[src/inc/sbl_pkg.sv]
package sbl_pkg;
    // Command codes after decode of select and the three strobes
    typedef enum logic [3:0] {
        SBL_CMD_INHIBIT,
        SBL_CMD_NOP,
        SBL_CMD_ACTIVATE,
        SBL_CMD_READ,
        SBL_CMD_WRITE,
        SBL_CMD_TERMINATE,
        SBL_CMD_PRECHARGE,
        SBL_CMD_REFRESH,
        SBL_CMD_MODE_LOAD
    } sbl_cmd_t;

    // Per-bank state
    typedef enum logic [2:0] {
        SBL_BK_IDLE,
        SBL_BK_ACTIVATING,
        SBL_BK_ACTIVE,
        SBL_BK_READ,
        SBL_BK_WRITE,
        SBL_BK_READ_AP,
        SBL_BK_WRITE_AP,
        SBL_BK_PRECHARGING
    } sbl_bank_t;

    // Device-wide state
    typedef enum logic [2:0] {
        SBL_DV_NORMAL,
        SBL_DV_POWER_DOWN,
        SBL_DV_SELF_REFRESH,
        SBL_DV_SR_EXIT,
        SBL_DV_SUSPEND,
        SBL_DV_REFRESHING,
        SBL_DV_MODE_LOADING,
        SBL_DV_PRECHARGE_ALL
    } sbl_dev_t;

    localparam int SBL_BANKS = 4;
    localparam int SBL_CNT_W = 8;
    localparam int SBL_AP_BIT = 10;
    localparam int SBL_ADDR_W = 11;

    // Clock period and waits in ps; cycle counts round up (least times)
    localparam int SBL_CLK_PS = 10000;
    localparam int SBL_PRECHARGE_TIME_PS = 20000;
    localparam int SBL_ACTIVATE_TO_ACCESS_TIME_PS = 20000;
    localparam int SBL_REFRESH_CYCLE_TIME_PS = 70000;
    localparam int SBL_MODE_LOAD_DELAY_PS = 20000;
    localparam int SBL_SELF_REFRESH_EXIT_TIME_PS = 80000;
    localparam int SBL_BURST_CYCLES_DEF = 4;

    localparam logic [SBL_CNT_W-1:0] SBL_PRECHARGE_CYC =
        SBL_CNT_W'((SBL_PRECHARGE_TIME_PS + SBL_CLK_PS - 1) / SBL_CLK_PS);
    localparam logic [SBL_CNT_W-1:0] SBL_ACTIVATE_CYC =
        SBL_CNT_W'((SBL_ACTIVATE_TO_ACCESS_TIME_PS + SBL_CLK_PS - 1) / SBL_CLK_PS);
    localparam logic [SBL_CNT_W-1:0] SBL_REFRESH_CYC =
        SBL_CNT_W'((SBL_REFRESH_CYCLE_TIME_PS + SBL_CLK_PS - 1) / SBL_CLK_PS);
    localparam logic [SBL_CNT_W-1:0] SBL_MODE_LOAD_CYC =
        SBL_CNT_W'((SBL_MODE_LOAD_DELAY_PS + SBL_CLK_PS - 1) / SBL_CLK_PS);
    localparam logic [SBL_CNT_W-1:0] SBL_SR_EXIT_CYC =
        SBL_CNT_W'((SBL_SELF_REFRESH_EXIT_TIME_PS + SBL_CLK_PS - 1) / SBL_CLK_PS);
    localparam logic [SBL_CNT_W-1:0] SBL_BURST_CYC = SBL_CNT_W'(SBL_BURST_CYCLES_DEF);
    localparam logic [SBL_CNT_W-1:0] SBL_CNT_ZERO = 8'h00;
endpackage : sbl_pkg

[src/rtl/sbl_bank_state_legality.sv]
`timescale 1ns/1ps
`default_nettype none
// Contract
// - Previous and current clock_gate select action
// - Gate fall enters power-down, self refresh, suspend
// - Power-down exit ready on next edge
// - Suspend exit resumes, next command next edge
// - Bank tables only with gate high twice
// - Decode command from select and three strobes
// - Inhibit and nop change no bank state
// - Idle bank takes activate, refresh, mode, precharge
// - Active bank takes read, write, precharge
// - Read burst takes read, write, terminate, precharge
// - Write burst takes read, write, terminate, precharge
// - Terminate stops most recent burst, any bank
// - Precharging becomes idle after precharge time
// - Activating becomes active after activate delay
// - Other-bank commands allowed per its state
// - Address bit ten selects auto precharge or all
// - Refresh code with gate low enters self refresh
module sbl_bank_state_legality
    import sbl_pkg::*;
(
    // Clock and reset
    input wire logic clk,
    input wire logic rst_n,
    // Command pins from the controller
    input wire logic clock_gate,
    input wire logic chip_select_n,
    input wire logic row_strobe_n,
    input wire logic column_strobe_n,
    input wire logic write_strobe_n,
    input wire logic [1:0] bank_select,
    input wire logic [SBL_ADDR_W-1:0] addr,
    // Observed state
    output logic [2*SBL_BANKS*2-1:0] bank_state,
    output logic [2:0] dev_state,
    output logic all_idle,
    output logic illegal
);
    // Per-bank state and its wait counter
    sbl_bank_t bank_r [SBL_BANKS], bank_nxt [SBL_BANKS];
    logic [SBL_CNT_W-1:0] bcnt_r [SBL_BANKS], bcnt_nxt [SBL_BANKS];
    sbl_dev_t dev_r, dev_nxt;
    logic [SBL_CNT_W-1:0] dcnt_r, dcnt_nxt;
    logic [1:0] last_burst_r, last_burst_nxt;
    logic last_valid_r, last_valid_nxt;
    logic gate_prev_r, illegal_nxt;
    logic [2*SBL_BANKS*2-1:0] bank_state_nxt;
    logic any_burst, every_idle, every_pre_ok;
    // Command decode
    function automatic sbl_cmd_t sbl_decode(input logic cs, input logic ras,
                                            input logic cas, input logic we);
        if (cs)
            return SBL_CMD_INHIBIT;
        case ({ras, cas, we})
            3'h7: return SBL_CMD_NOP;
            3'h3: return SBL_CMD_ACTIVATE;
            3'h5: return SBL_CMD_READ;
            3'h4: return SBL_CMD_WRITE;
            3'h6: return SBL_CMD_TERMINATE;
            3'h2: return SBL_CMD_PRECHARGE;
            3'h1: return SBL_CMD_REFRESH;
            default: return SBL_CMD_MODE_LOAD;
        endcase
    endfunction : sbl_decode
    // A bank that may take an explicit precharge
    function automatic logic sbl_pre_ok(input sbl_bank_t s);
        return s inside {SBL_BK_IDLE, SBL_BK_ACTIVE, SBL_BK_READ, SBL_BK_WRITE};
    endfunction : sbl_pre_ok
    // Decoded command and qualifiers; bank tables need normal state, gate high twice
    wire sbl_cmd_t cmd = sbl_decode(chip_select_n, row_strobe_n, column_strobe_n,
                                    write_strobe_n);
    wire is_nop = cmd == SBL_CMD_INHIBIT || cmd == SBL_CMD_NOP;
    wire ap = addr[SBL_AP_BIT];
    wire [1:0] sel = bank_select;
    wire gate_hh = gate_prev_r && clock_gate;
    wire gate_hl = gate_prev_r && !clock_gate;
    wire gate_lh = !gate_prev_r && clock_gate;
    wire gate_ll = !gate_prev_r && !clock_gate;
    wire table_on = dev_r == SBL_DV_NORMAL && gate_hh;
    wire frozen = dev_r == SBL_DV_SUSPEND;
    // Bank summaries for gate entry and precharge-all decisions
    always_comb begin
        any_burst = 1'b0;
        every_idle = 1'b1;
        every_pre_ok = 1'b1;
        for (int k = 0; k < SBL_BANKS; k++) begin
            any_burst = any_burst | (bank_r[k] inside {SBL_BK_READ, SBL_BK_WRITE,
                                                       SBL_BK_READ_AP, SBL_BK_WRITE_AP});
            every_idle = every_idle & (bank_r[k] == SBL_BK_IDLE);
            every_pre_ok = every_pre_ok & sbl_pre_ok(bank_r[k]);
        end
    end
    // Next state for banks and device
    always_comb begin
        logic bad;
        bad = 1'b0;
        dev_nxt = dev_r;
        dcnt_nxt = (dcnt_r != SBL_CNT_ZERO) ? dcnt_r - 8'h01 : dcnt_r;
        last_burst_nxt = last_burst_r;
        last_valid_nxt = last_valid_r;
        for (int k = 0; k < SBL_BANKS; k++) begin
            bank_nxt[k] = bank_r[k];
            // Timed exits continue under any legal command; suspend and refused commands freeze counters
            bcnt_nxt[k] = (bcnt_r[k] != SBL_CNT_ZERO && !frozen) ? bcnt_r[k] - 8'h01 : bcnt_r[k];
            if (bcnt_r[k] == 8'h01 && !frozen) begin
                case (bank_r[k])
                    SBL_BK_ACTIVATING: bank_nxt[k] = SBL_BK_ACTIVE;
                    SBL_BK_PRECHARGING: bank_nxt[k] = SBL_BK_IDLE;
                    SBL_BK_READ, SBL_BK_WRITE: bank_nxt[k] = SBL_BK_ACTIVE;
                    SBL_BK_READ_AP, SBL_BK_WRITE_AP: begin
                        bank_nxt[k] = SBL_BK_PRECHARGING;
                        bcnt_nxt[k] = SBL_PRECHARGE_CYC;
                    end
                    default: bank_nxt[k] = bank_r[k];
                endcase
            end
        end
        case (dev_r)
            SBL_DV_NORMAL: begin
                if (gate_hl) begin
                    if (any_burst) begin // Any command, nop too, suspends a burst
                        dev_nxt = SBL_DV_SUSPEND;
                    end else if (every_idle && is_nop) begin
                        dev_nxt = SBL_DV_POWER_DOWN;
                    end else if (every_idle && cmd == SBL_CMD_REFRESH) begin
                        dev_nxt = SBL_DV_SELF_REFRESH;
                    end else begin
                        bad = 1'b1;
                    end
                end else if (!gate_hh) begin
                    bad = 1'b1;
                end else if (table_on && !is_nop) begin
                    case (cmd)
                        SBL_CMD_REFRESH, SBL_CMD_MODE_LOAD: begin
                            if (every_idle) begin
                                dev_nxt = (cmd == SBL_CMD_REFRESH) ? SBL_DV_REFRESHING
                                                                    : SBL_DV_MODE_LOADING;
                                dcnt_nxt = (cmd == SBL_CMD_REFRESH) ? SBL_REFRESH_CYC
                                                                    : SBL_MODE_LOAD_CYC;
                            end else begin
                                bad = 1'b1;
                            end
                        end
                        SBL_CMD_ACTIVATE: begin
                            if (bank_r[sel] == SBL_BK_IDLE) begin
                                bank_nxt[sel] = SBL_BK_ACTIVATING;
                                bcnt_nxt[sel] = SBL_ACTIVATE_CYC;
                            end else begin
                                bad = 1'b1;
                            end
                        end
                        SBL_CMD_READ, SBL_CMD_WRITE: begin
                            if (bank_r[sel] inside {SBL_BK_ACTIVE, SBL_BK_READ,
                                                    SBL_BK_WRITE}) begin
                                bank_nxt[sel] = (cmd == SBL_CMD_READ)
                                    ? (ap ? SBL_BK_READ_AP : SBL_BK_READ)
                                    : (ap ? SBL_BK_WRITE_AP : SBL_BK_WRITE);
                                bcnt_nxt[sel] = SBL_BURST_CYC;
                                last_burst_nxt = sel;
                                last_valid_nxt = 1'b1;
                                // Interrupted burst in another bank ends
                                for (int k = 0; k < SBL_BANKS; k++) begin
                                    if (k != int'(sel) && bank_r[k] inside
                                        {SBL_BK_READ, SBL_BK_WRITE}) begin
                                        bank_nxt[k] = SBL_BK_ACTIVE;
                                        bcnt_nxt[k] = SBL_CNT_ZERO;
                                    end else if (k != int'(sel) && bank_r[k] inside
                                        {SBL_BK_READ_AP, SBL_BK_WRITE_AP}) begin
                                        bank_nxt[k] = SBL_BK_PRECHARGING;
                                        bcnt_nxt[k] = SBL_PRECHARGE_CYC;
                                    end
                                end
                            end else begin
                                bad = 1'b1;
                            end
                        end
                        SBL_CMD_TERMINATE: begin
                            if (last_valid_r && bank_r[last_burst_r] inside
                                {SBL_BK_READ, SBL_BK_WRITE}) begin
                                bank_nxt[last_burst_r] = SBL_BK_ACTIVE;
                                bcnt_nxt[last_burst_r] = SBL_CNT_ZERO;
                                last_valid_nxt = 1'b0;
                            end else begin
                                bad = 1'b1;
                            end
                        end
                        SBL_CMD_PRECHARGE: begin
                            if (ap) begin
                                if (every_pre_ok) begin
                                    dev_nxt = SBL_DV_PRECHARGE_ALL;
                                    dcnt_nxt = SBL_PRECHARGE_CYC;
                                    for (int k = 0; k < SBL_BANKS; k++) begin
                                        bank_nxt[k] = SBL_BK_IDLE;
                                        bcnt_nxt[k] = SBL_CNT_ZERO;
                                    end
                                end else begin
                                    bad = 1'b1;
                                end
                            end else if (bank_r[sel] == SBL_BK_IDLE) begin
                                bank_nxt[sel] = SBL_BK_IDLE;
                            end else if (sbl_pre_ok(bank_r[sel])) begin
                                bank_nxt[sel] = SBL_BK_PRECHARGING;
                                bcnt_nxt[sel] = SBL_PRECHARGE_CYC;
                            end else begin
                                bad = 1'b1;
                            end
                        end
                        default: bad = 1'b1;
                    endcase
                end
            end
            SBL_DV_POWER_DOWN, SBL_DV_SELF_REFRESH, SBL_DV_SUSPEND: begin
                if (gate_lh) begin
                    if (dev_r == SBL_DV_SUSPEND) begin
                        dev_nxt = SBL_DV_NORMAL;
                    end else if (!is_nop) begin
                        bad = 1'b1;
                    end else if (dev_r == SBL_DV_POWER_DOWN) begin
                        dev_nxt = SBL_DV_NORMAL;
                    end else begin
                        dev_nxt = SBL_DV_SR_EXIT;
                        dcnt_nxt = SBL_SR_EXIT_CYC;
                    end
                end else if (!gate_ll) begin
                    bad = 1'b1;
                end
            end
            SBL_DV_SR_EXIT, SBL_DV_REFRESHING, SBL_DV_MODE_LOADING,
            SBL_DV_PRECHARGE_ALL: begin
                // Only nops with the gate high while waiting
                if (!is_nop || !clock_gate) begin
                    bad = 1'b1;
                end
                if (dcnt_r <= 8'h01) begin
                    dev_nxt = SBL_DV_NORMAL;
                end
            end
            default: dev_nxt = SBL_DV_NORMAL;
        endcase
        // Illegal sequences leave bank and device state untouched; the device wait counter still counts
        if (bad) begin
            dev_nxt = dev_r;
            last_burst_nxt = last_burst_r;
            last_valid_nxt = last_valid_r;
            for (int k = 0; k < SBL_BANKS; k++) begin
                bank_nxt[k] = bank_r[k];
                bcnt_nxt[k] = bcnt_r[k];
            end
        end
        illegal_nxt = bad;
        for (int k = 0; k < SBL_BANKS; k++) begin
            bank_state_nxt[k*4 +: 4] = {1'b0, bank_nxt[k]};
        end
    end
    // State registers and observed outputs; every output comes from a flop
    always_ff @(posedge clk) begin
        if (!rst_n) begin
            for (int k = 0; k < SBL_BANKS; k++) begin
                bank_r[k] <= SBL_BK_IDLE;
                bcnt_r[k] <= SBL_CNT_ZERO;
            end
            dev_r <= SBL_DV_NORMAL;
            dcnt_r <= SBL_CNT_ZERO;
            gate_prev_r <= 1'b1;
            last_burst_r <= 2'h0;
            last_valid_r <= 1'b0;
            bank_state <= 16'h0000;
            dev_state <= 3'h0;
            all_idle <= 1'b1;
            illegal <= 1'b0;
        end else begin
            for (int k = 0; k < SBL_BANKS; k++) begin
                bank_r[k] <= bank_nxt[k];
                bcnt_r[k] <= bcnt_nxt[k];
            end
            dev_r <= dev_nxt;
            dcnt_r <= dcnt_nxt;
            gate_prev_r <= clock_gate;
            last_burst_r <= last_burst_nxt;
            last_valid_r <= last_valid_nxt;
            bank_state <= bank_state_nxt;
            dev_state <= dev_nxt;
            all_idle <= bank_state_nxt == 16'h0000;
            illegal <= illegal_nxt;
        end
    end
endmodule : sbl_bank_state_legality
`default_nettype wire
[config.mk]
export PLATFORM = sky130hd
export DESIGN_NAME = sbl_bank_state_legality
export DESIGN_NICKNAME = d
export VERILOG_FILES = /design/src/inc/sbl_pkg.sv /design/src/rtl/sbl_bank_state_legality.sv
export SDC_FILE = /design/constraint.sdc
export NUM_CORES = 1
export LEC_CHECK = 0
export ABC_AREA = 1
export BUFFER_PORTS_ARGS = -buffer_cell sky130_fd_sc_hd__buf_2
export CORE_MARGIN = 3
export CORE_UTILIZATION = 55
export DETAILED_ROUTE_END_ITERATION = 16
export GPL_TIMING_DRIVEN = 0
export PLACE_DENSITY_LB_ADDON = 0.12
export RECOVER_POWER = 50
export SYNTH_ARGS = -nofsm -noshare
export SYNTH_HDL_FRONTEND = slang
export SYNTH_SLANG_ARGS = --single-unit
[constraint.sdc]
create_clock -name clk -period 2.8 [get_ports clk]
set_input_delay 0.56 -clock clk [delete_from_list [all_inputs] [get_ports clk]]
set_output_delay 0.56 -clock clk [all_outputs]
set_load 0.02 [all_outputs]
# Word level (Yosys, flattened, before mapping)
# Memories as Yosys holds them, arrays and structs flattened. A register that Yosys moved wholly into a read port is not among the register bits.
# Index checks and enable logic that the tools add are counted.
# Widths: inputs -> output; s select.
# word_totals
inputBits,20
latchBits,0
elab_cells,360
memories,2
mem_bits_ro,0
reg_bits,33
output_inout_bits,21
ram_bits,44
# memory_table
memory,words,width,read_ports,rd_ports_with_merged_regs,wr,line_no,text
bcnt_r,4,8,4,0,4,sbl_bank_state_legality.sv:43,"logic [SBL_CNT_W-1:0] bcnt_r [SBL_BANKS], bcnt_nxt [SBL_BANKS];"
bank_r,4,3,6,1,4,sbl_bank_state_legality.sv:42,"sbl_bank_t bank_r [SBL_BANKS], bank_nxt [SBL_BANKS];"
# classes
add_sub_neg,5
n_div,0
n_mux,145
n_eq_ne,74
bitwise_logic,38
shifts,0
n_mul,0
magnitude_cmp,5
reduce_logical,82
# ops
op,count
$mux 32,12
$mux 8,37
$mux 12,12
$pmux 32 s4,1
$mux 3,34
$eq 3x3->1 const B,26
$and 28x28->28,2
$not 28->28,2
$pmux 12 s4,1
$eq 3x2->1 const B,15
$pmux 3 s3,5
$reduce_bool 8->1,5
$sub 8x1->8 const B,5
$reduce_bool 4->1,9
$and 32x32->32,1
$demux 8 s2,2
$eq 8x1->1 const B,4
$not 32->32,1
$pmux 8 s2,2
$pmux 4 s7,1
$logic_and 1x1->1,27
$mux 1,24
$reduce_bool 2->1,11
$eq 3x1->1 const B,6
other kinds (45),104

# Logic depth before layout (Yosys ltp)
# Gate-level depths: netlist of the first run.
# depth
word_depth,17
mapped_depth,21
ltp_nobuf,20

# Worst setup path before layout of the first run
# OpenSTA, ideal clock, no wires.
# synth_timing
path_type,input-to-reg
from,input port bank_select[0]
to,memory bcnt_r[2][7]
required_ps,2678
setup_slack_ps,450
t_arrival_ps,2228
stages,18
setup_ps,122
cell_sequence,inv_2 buf_2 nand2_1 nand2_1 nand2_1 nand2_2 nand2_2 nand2_2 nand2_1 nand2_1 nand2_1 o21ai_2 nand2_2 nand2_4 buf_8 nand2_1 nor3_1 nor3b_2
# synth_rtl
element,line_no,text
"start, declared",sbl_bank_state_legality.sv:33,"input wire logic [1:0] bank_select,"
"end, declared",sbl_bank_state_legality.sv:43,

==> results of run 1 <==
## registers in the layout (all words and copies together), names as in the netlist, named ones only
name,count
bank_state,12
last_burst_r,2
dcnt_r,8
all_idle,1
illegal,1
dev_r,3
last_valid_r,1
bcnt_r,32
gate_prev_r,1
## kinds of logic after synthesis
logic type | synth area share, %
adders and majority gates | 2.841
DFF | 22.03
other | 0.06550
and+or+nand+nor | 46.02
xor gates and xnor gates | 3.365
AOI/OAI and AO/OA | 14.60
buffers and inverters | 11.08
## area by class of cell
class,instances,area (µm²)
Timing Repair Buffer,27,120.1
Tap cell,133,166.4
Buffer,23,157.7
Multi-Input combinational cell,806,3909
Sequential cell,63,1265
Inverter,128,483.0
Fill cell,1028,3631
Clock inverter,5,81.33
Clock buffer,11,141.4
## placed cells by master, fill, tap and decap left out, drive strengths merged, types with 2 or more instances in the layout
cell type	n
dfxtp	63
nand3	90
o22ai	6
inv	126
nand4	22
o21ai	63
buf	28
a21oi	61
conb	4
nand2	313
clkinv	4
nor2	147
and2	2
a21boi	4
nor4	3
xor2	19
xnor2	3
o211ai	5
nor3	35
ha	13
a31oi	3
clkbuf	33
bufinv	2
o21bai	3
## per-stage QoR
stage / setup WS (ps) / setup TNS, ps / std cells
floorplan: 450.3 / 0 / 1020
global placement: -632.0 / -17920 / 1179
detailed placement: -639.7 / -18290 / 1179
CTS: 3.342 / 0 / 1195
global route: -139.0 / -204.7 / 1196
finish: -9.624 / -9.624 / 1196
## power by group through the flow
stage / clock network (W) / registers [W] / logic [W]
global route: 0.000965 / 0.00147 / 0.00462
floorplan: 0 / 0.00146 / 0.00293
CTS: 0.000933 / 0.00142 / 0.00402
global placement: 0 / 0.00143 / 0.00389
finish: 0.000926 / 0.00143 / 0.00413
detailed placement: 0 / 0.00144 / 0.00396
## what timing repair did
item                       in CTS  in global routing
gates resized for setup         6                 21
buffers inserted                0                  1
setup endpoints to repair      27                 33
pin swaps                       0                  1
cloned                          0                  0
## worst min-delay path, cell delays in order
cell and delay (ps):
buf_2 110, inv_1 70, nand2_1 50
## metal layers
metal  global-route usage [%]  vias up  wire length, µm
li1                         -     3380                -
met1                    45.53     3028             8572
met2                    56.48      346             8983
met3                    8.537       61             1886
met4                    15.87        0              705
met5                        0        -                0
## path summary, 6_finish.rpt
path / endpoint / slack, ps / depth (start not counted)
worst max-delay path: all_idle$_SDFF_PN1_ / -10 / 17
worst max register to register: all_idle$_SDFF_PN1_ / -10 / 17
worst min-delay path: gate_prev_r$_SDFF_PN1_ / 450 / 3
worst min register to register: bcnt_r[0][6]$_SDFFE_PN0N_ / 470 / 1
==> impl_results.md, run 1 <==
- Share of cells above drive strength 1: slightly below 9%
- Setup WS post-layout: -9.624 ps
- Sw frac: 52.89%
- Achievable Freq: ~360 MHz
- Main synth FF type: dfxtp_1
- First-pass iteration count of the detailed router: 5
- Post-synth ARST share: 0%
- # port buffers: 26
- First-pass GRT wire length: about 32000 µm
- Worst Skew: roughly 11 ps
- Post-Route WL: around 20000 µm
- Yosys reg bits: 63
- Chip height: between 100 and 150 µm
- Slew HR: 20.47%
- DR iter-0 viols: 790
- P_sw: ~0.0034 W
- Hold buffers post-CTS: 0
- Worst Hold Class: in2reg
- Synth Instances: between 1k and 1.5k
- # IOs: a little over 40
- DR WL/cell: between 15 and 20 µm
- Setup Viol. Count Final: 1
- DP Area: ~0.0060 mm²
- Pint: between 0.003 and 0.004 W
- CP bufs+invs: 3
- Clock tree from TritonCTS: done
- Synth Cell Area: approximately 0.0057 mm²
- Violated checks: setup timing
- Final Instance Area: 0.006324 mm²
- Via count: 6815
- Synth area leaders: dfxtp_1, nand2_1, nor2_1
- Critical Path Sink Type: register
- Largest net degree at the start of global routing: 12
- Core box area: about 0.010 mm²
- Area delta synth->final: 10.45%
- Max Slew Vio Count: 0
- Most frequent cell after synthesis: nand2_1
- Tmin final: 2810 ps
- Sequential power share: between 20% and 30%
- CP top delay family: simple AND/OR/NAND/NOR gates
- Clock Path Buffers: 2
- CTS root buffer: clkbuf_8
- Rows: 36
- Final Cycle Share: 100.3%
- # Max-Cap Violations: 0
- Synth cell count leaders: nand2_1, nor2_1, inv_1, nand3_1, dfxtp_1
- Clock Sink Count: between 60 and 70
- CP max stage cell: dfxtp_1
- # diodes: 0
- Number of CTS-inserted buffers: 9
- Gr usage total: a little over a third
- Starting Density: between 50% and 60%
- Ys Warns: 0
- Clock Pin Slew Worst Setup and Hold Paths: 70 ps
- Comb power frac: about 64%
- RSZ-0062 raised after global routing: yes
- Cell variety after synth: between 40 and 50
- Routability cong.: around 1.0
- Die Area: approximately 0.012 mm²
- Antenna violations before repair: 0
- Largest area contributor in the netlist: dfxtp_1
- Arrival time of the worst setup path: 3120 ps
- Hold_ws: around 450 ps
- Utilization after layout: between 60% and 70%
- Global route overflow: 0
- Max FO, Critical Path: 10
- Area fraction of the dominant cell type after synthesis: ~22%
- Clock power frac: between 10% and 20%
- Mean post-synth cell area: between 5 and 6 µm²
- Final HPWL DP: about 15000 µm
- Vias in the first global route: ~6.2k
- Seq/Total Area, Yosys: between 20% and 30%
- Post-synth EDFFs: 0
- P_leak: 3.172 nW
- Worst-Margin Slew: roughly 1200 ps
- Status: complete, but fails checks
- R2R Path Start: bank_state[13]$_SDFF_PN0_
- Detail Route Antenna Nets: 0
- DRC viols: 0
- Die width: between 100 and 150 µm
- Critical Path Most Common Cell: nand2_1
- Max VDD drop: 706.3 µV
- Post-layout nets: roughly 1.1k
- H-tree level count: 3
- CP Launch Type: register
- Via density: about 5.7
- Hold Crit Start: clock_gate
- Worst Path Required: about 3100 ps
- Cell Chain, Critical Path: inv_1 > o21ai_0 > nand4_1 > nand2_4 > inv_1 > nand2_1 > nand2_1 > o21ai_2 > nand2_2 > nand2_8 > buf_8 > nand3_1 > nand2_1 > nand2_1 > nor2_1 > nand3_1 > nand2_1
- Worst-skew pair later-pin latency: about 380 ps
- Hold Vio Cnt, Final: 0
- Critical path type: reg2reg
- Total power: around 0.0065 W
- Power per cell area: approximately 1000 mW/mm²
- CP max stage delay: about 380 ps
- Crit. Startpoint: bank_state[13]$_SDFF_PN0_
Note: power is estimated with default switching activity, not from simulation.
==> run 2: changes to the inputs <==
- CORE_ASPECT_RATIO: default -> 0.75
- SLEW_MARGIN: default -> 20
==> run 2 against run 1 <==
The flow still finishes with violations (setup timing). Cell count rose by 0.33%. Die area rose by 0.11%. First-iteration DRC count rose by 31%. Clock-buffer cell count fell by 1. Non-clock buffer count rose by 5. Clock skew barely moved. Total power rose by 5.0%. Maximum frequency fell by 0.79%. Sequential share of layout area fell by 0.49 points. Clock power rose by 24%. Sequential cell count did not move. Largest power group unchanged. Highest routed layer unchanged.
==> impl_results.md, run 2 (synthesized netlist as in run 1, its figures left out) <==
- CTS root buffer: clkbuf_16
- WHS Path Cells: 1 (-2)
- P_leak: 3.224 nW (+1.6%)
- Setup Viol. Count Final: 1 (unchanged)
- Achievable Freq: 353.1 MHz (-0.79%)
- Critical Path Most Common Cell: nand2_1
- Post-Place Cells: 1178 (-0.085%)
- Starting Density: 57.89% (+0.37 points)
- Max Slew Vio Count: 0 (unchanged)
- DP Area: 0.006037 mm² (about the same)
- Clock Sink Count: 63 (unchanged)
- Chip height: 94.36 µm (-13%)
- Worst-Margin Slew: 796.5 ps (-387.4 ps)
- Share of cells above drive strength 1: 9.831% (+0.89 points)
- Arrival time of the worst setup path: 3110 ps (about the same)
- Die Area: 0.01168 mm² (+0.11%)
- Violated checks: setup timing
- DR iter-0 viols: 1038 (+31%)
- Power per cell area: 1052 mW/mm² (+2.4%)
- CP max stage delay: 550 ps (+170 ps)
- Vias in the first global route: 6027 (-3.0%)
- Setup WS post-layout: -32.05 ps (-22.43 ps)
- Number of CTS-inserted buffers: 9 (unchanged)
- Most frequent cells in the layout: nand2_1, nor2_1, inv_1
- Area delta synth->final: 13.22%
- Clock tree from TritonCTS: done
- RSZ-0062 raised after global routing: yes
- Reg2Reg Depth: 17 (unchanged)
- Worst Hold Class: reg2reg
- Clock Path Buffers: 2 (unchanged)
- Hold Vio Cnt, Final: 0 (unchanged)
- Post-layout nets: 1096 (+0.46%)
- Largest regs: bcnt_r x32, bank_state x12, dcnt_r x8
- Max FO, Critical Path: 10 (unchanged)
- Via density: 5.764 (+1.2%)
- Final HPWL DP: 15750 µm (+1.8%)
- Critical path type: reg2reg
- Worst Skew: 11.09 ps (-0.2612 ps)
- Detail Route Antenna Nets: 0 (unchanged)
- Status: complete, but fails checks
- # diodes: 0 (unchanged)
- Clock Pin Slew Worst Setup and Hold Paths: 70 ps (about the same)
- Post-Route WL: 20530 µm (+1.9%)
- Tmin final: 2832 ps (+22.43 ps)
- Largest net degree at the start of global routing: 12 (unchanged)
- Global route overflow: 0 (unchanged)
- # Max-Cap Violations: 0 (unchanged)
- Final Cycle Share: 101.1% (+0.80 points)
- Dpl ws: -695.9 ps (-56.18 ps)
- Fill count: 1024 (-0.39%)
- Via count: 6917 (+1.5%)
- Worst-skew pair later-pin latency: 340 ps (-40 ps)
- Largest reg by FF count: bcnt_r
- DR WL/cell: 17.11 µm (+1.5%)
- First-pass GRT wire length: 31660 µm (-0.67%)
- Fin cells: 1200 (+0.33%)
- CP Launch Type: register
- CP bufs+invs: 1 (-2)
- # IOs: 41 (unchanged)
- Gr usage total: 35.64% (+0.16 points)
- Hold buffers post-CTS: 0 (unchanged)
- H-tree level count: 3 (unchanged)
- Max FFs per register: 32 (unchanged)
- CP top delay family: simple AND/OR/NAND/NOR gates
- Hold_ws: 458.8 ps (+8.700 ps)
- # port buffers: 26 (unchanged)
- Slew HR: 46.61% (+26 points)
- Final Instance Area: 0.006482 mm² (+2.5%)
- Total power: 0.006817 W (+5.0%)
- First-pass iteration count of the detailed router: 6 (+1)
- Max VDD drop: 611.5 µV (-13%)
- CP max stage cell: dfxtp_1
- Critical path depth: 17 (unchanged)
- Worst Path Required: 3080 ps (-30 ps)
- Antenna violations before repair: 0 (unchanged)
- Core box area: 0.009891 mm² (-0.64%)
- Cell Chain, Critical Path: nand2_1 > nand3_1 > nand2_1 > a21boi_1 > nand2_1 > nand2_1 > nand2_1 > o21ai_2 > nand2_2 > nand2_8 > buf_8 > nand3_1 > nand2_1 > nand2_1 > nor2_2 > nand3_1 > nand2_1
- Routability cong.: 1.031 (-1.4%)
- Rows: 31 (-14%)
- Die width: 123.8 µm (+15%)
- Critical Path Sink Type: register
- DRC viols: 0 (unchanged)
- Commonest non-fill, non-tap cell in the layout: nand2_1
[run 2: power by group]
| group | switching, W | internal, W | total (W) | leakage (nW) |
|---|---|---|---|---|
| clock network | 0.000459 | 0.000687 | 0.00115 | 0.142 |
| logic | 0.00283 | 0.00140 | 0.00424 | 2.56 |
| registers | 0.000261 | 0.00117 | 0.00143 | 0.520 |
[run 2: routing by layer]
metal | GRT usage [%] | part of all wire (%) | up-vias
li1 | - | - | 3387
met1 | 52.23 | 45 | 3106
met2 | 51.64 | 41 | 386
met3 | 9.222 | 12 | 38
met4 | 9.124 | 2.0 | 0
met5 | 0 | 0 | -
[run 2: layout make-up]
| cell class | count | area, µm² | share of cell area [%] |
|---|---|---|---|
| tap | 132 | 165.2 | 2.548 |
| clock inverter | 6 | 61.31 | 0.9458 |
| sequential | 63 | 1265 | 19.51 |
| inverter | 128 | 486.7 | 7.508 |
| buffer | 23 | 161.4 | 2.490 |
| multi-input combinational | 806 | 3948 | 60.90 |
| timing repair buffer | 32 | 166.4 | 2.567 |
| clock buffer | 10 | 229.0 | 3.532 |
[run 2: worst paths after layout]
check                            start                   endpoint  slack, ps
max           bank_state[8]$_SDFF_PN0_        all_idle$_SDFF_PN1_        -30
min          bcnt_r[0][6]$_SDFFE_PN0N_  bcnt_r[0][6]$_SDFFE_PN0N_        460
max reg2reg   bank_state[8]$_SDFF_PN0_        all_idle$_SDFF_PN1_        -30
min reg2reg  bcnt_r[0][6]$_SDFFE_PN0N_  bcnt_r[0][6]$_SDFFE_PN0N_        460
[run 2: worst register-to-register path: stages, from the launching register on]
cell and delay (ps):
dfxtp_1 550, nand2_1 100, nand3_1 100, nand2_1 70, a21boi_1 250, nand2_1 220
nand2_1 110, nand2_1 100, o21ai_2 170, nand2_2 130, nand2_8 170, buf_8 180
nand3_1 90, nand2_1 80, nand2_1 60, nor2_2 210, nand3_1 110, nand2_1 70
[run 2: what timing repair did]
action | in CTS | in global routing
endpoints found under the setup margin | 36 | 35
resized for setup | 11 | 26
buffers inserted | 2 | 4
pin swaps | 1 | 1
[run 2: through the flow]
| stage | utilization [%] | TNS, ps |
|---|---|---|
| 3_3_place_gp | 60.99 | -16790 |
| 3_5_place_dp | 61.04 | -16820 |
| 5_1_grt | 65.54 | -151.1 |
| 2_1_floorplan | - | 0 |
| 6_report | 65.54 | -32.05 |
| 4_1_cts | 64.63 | 0 |
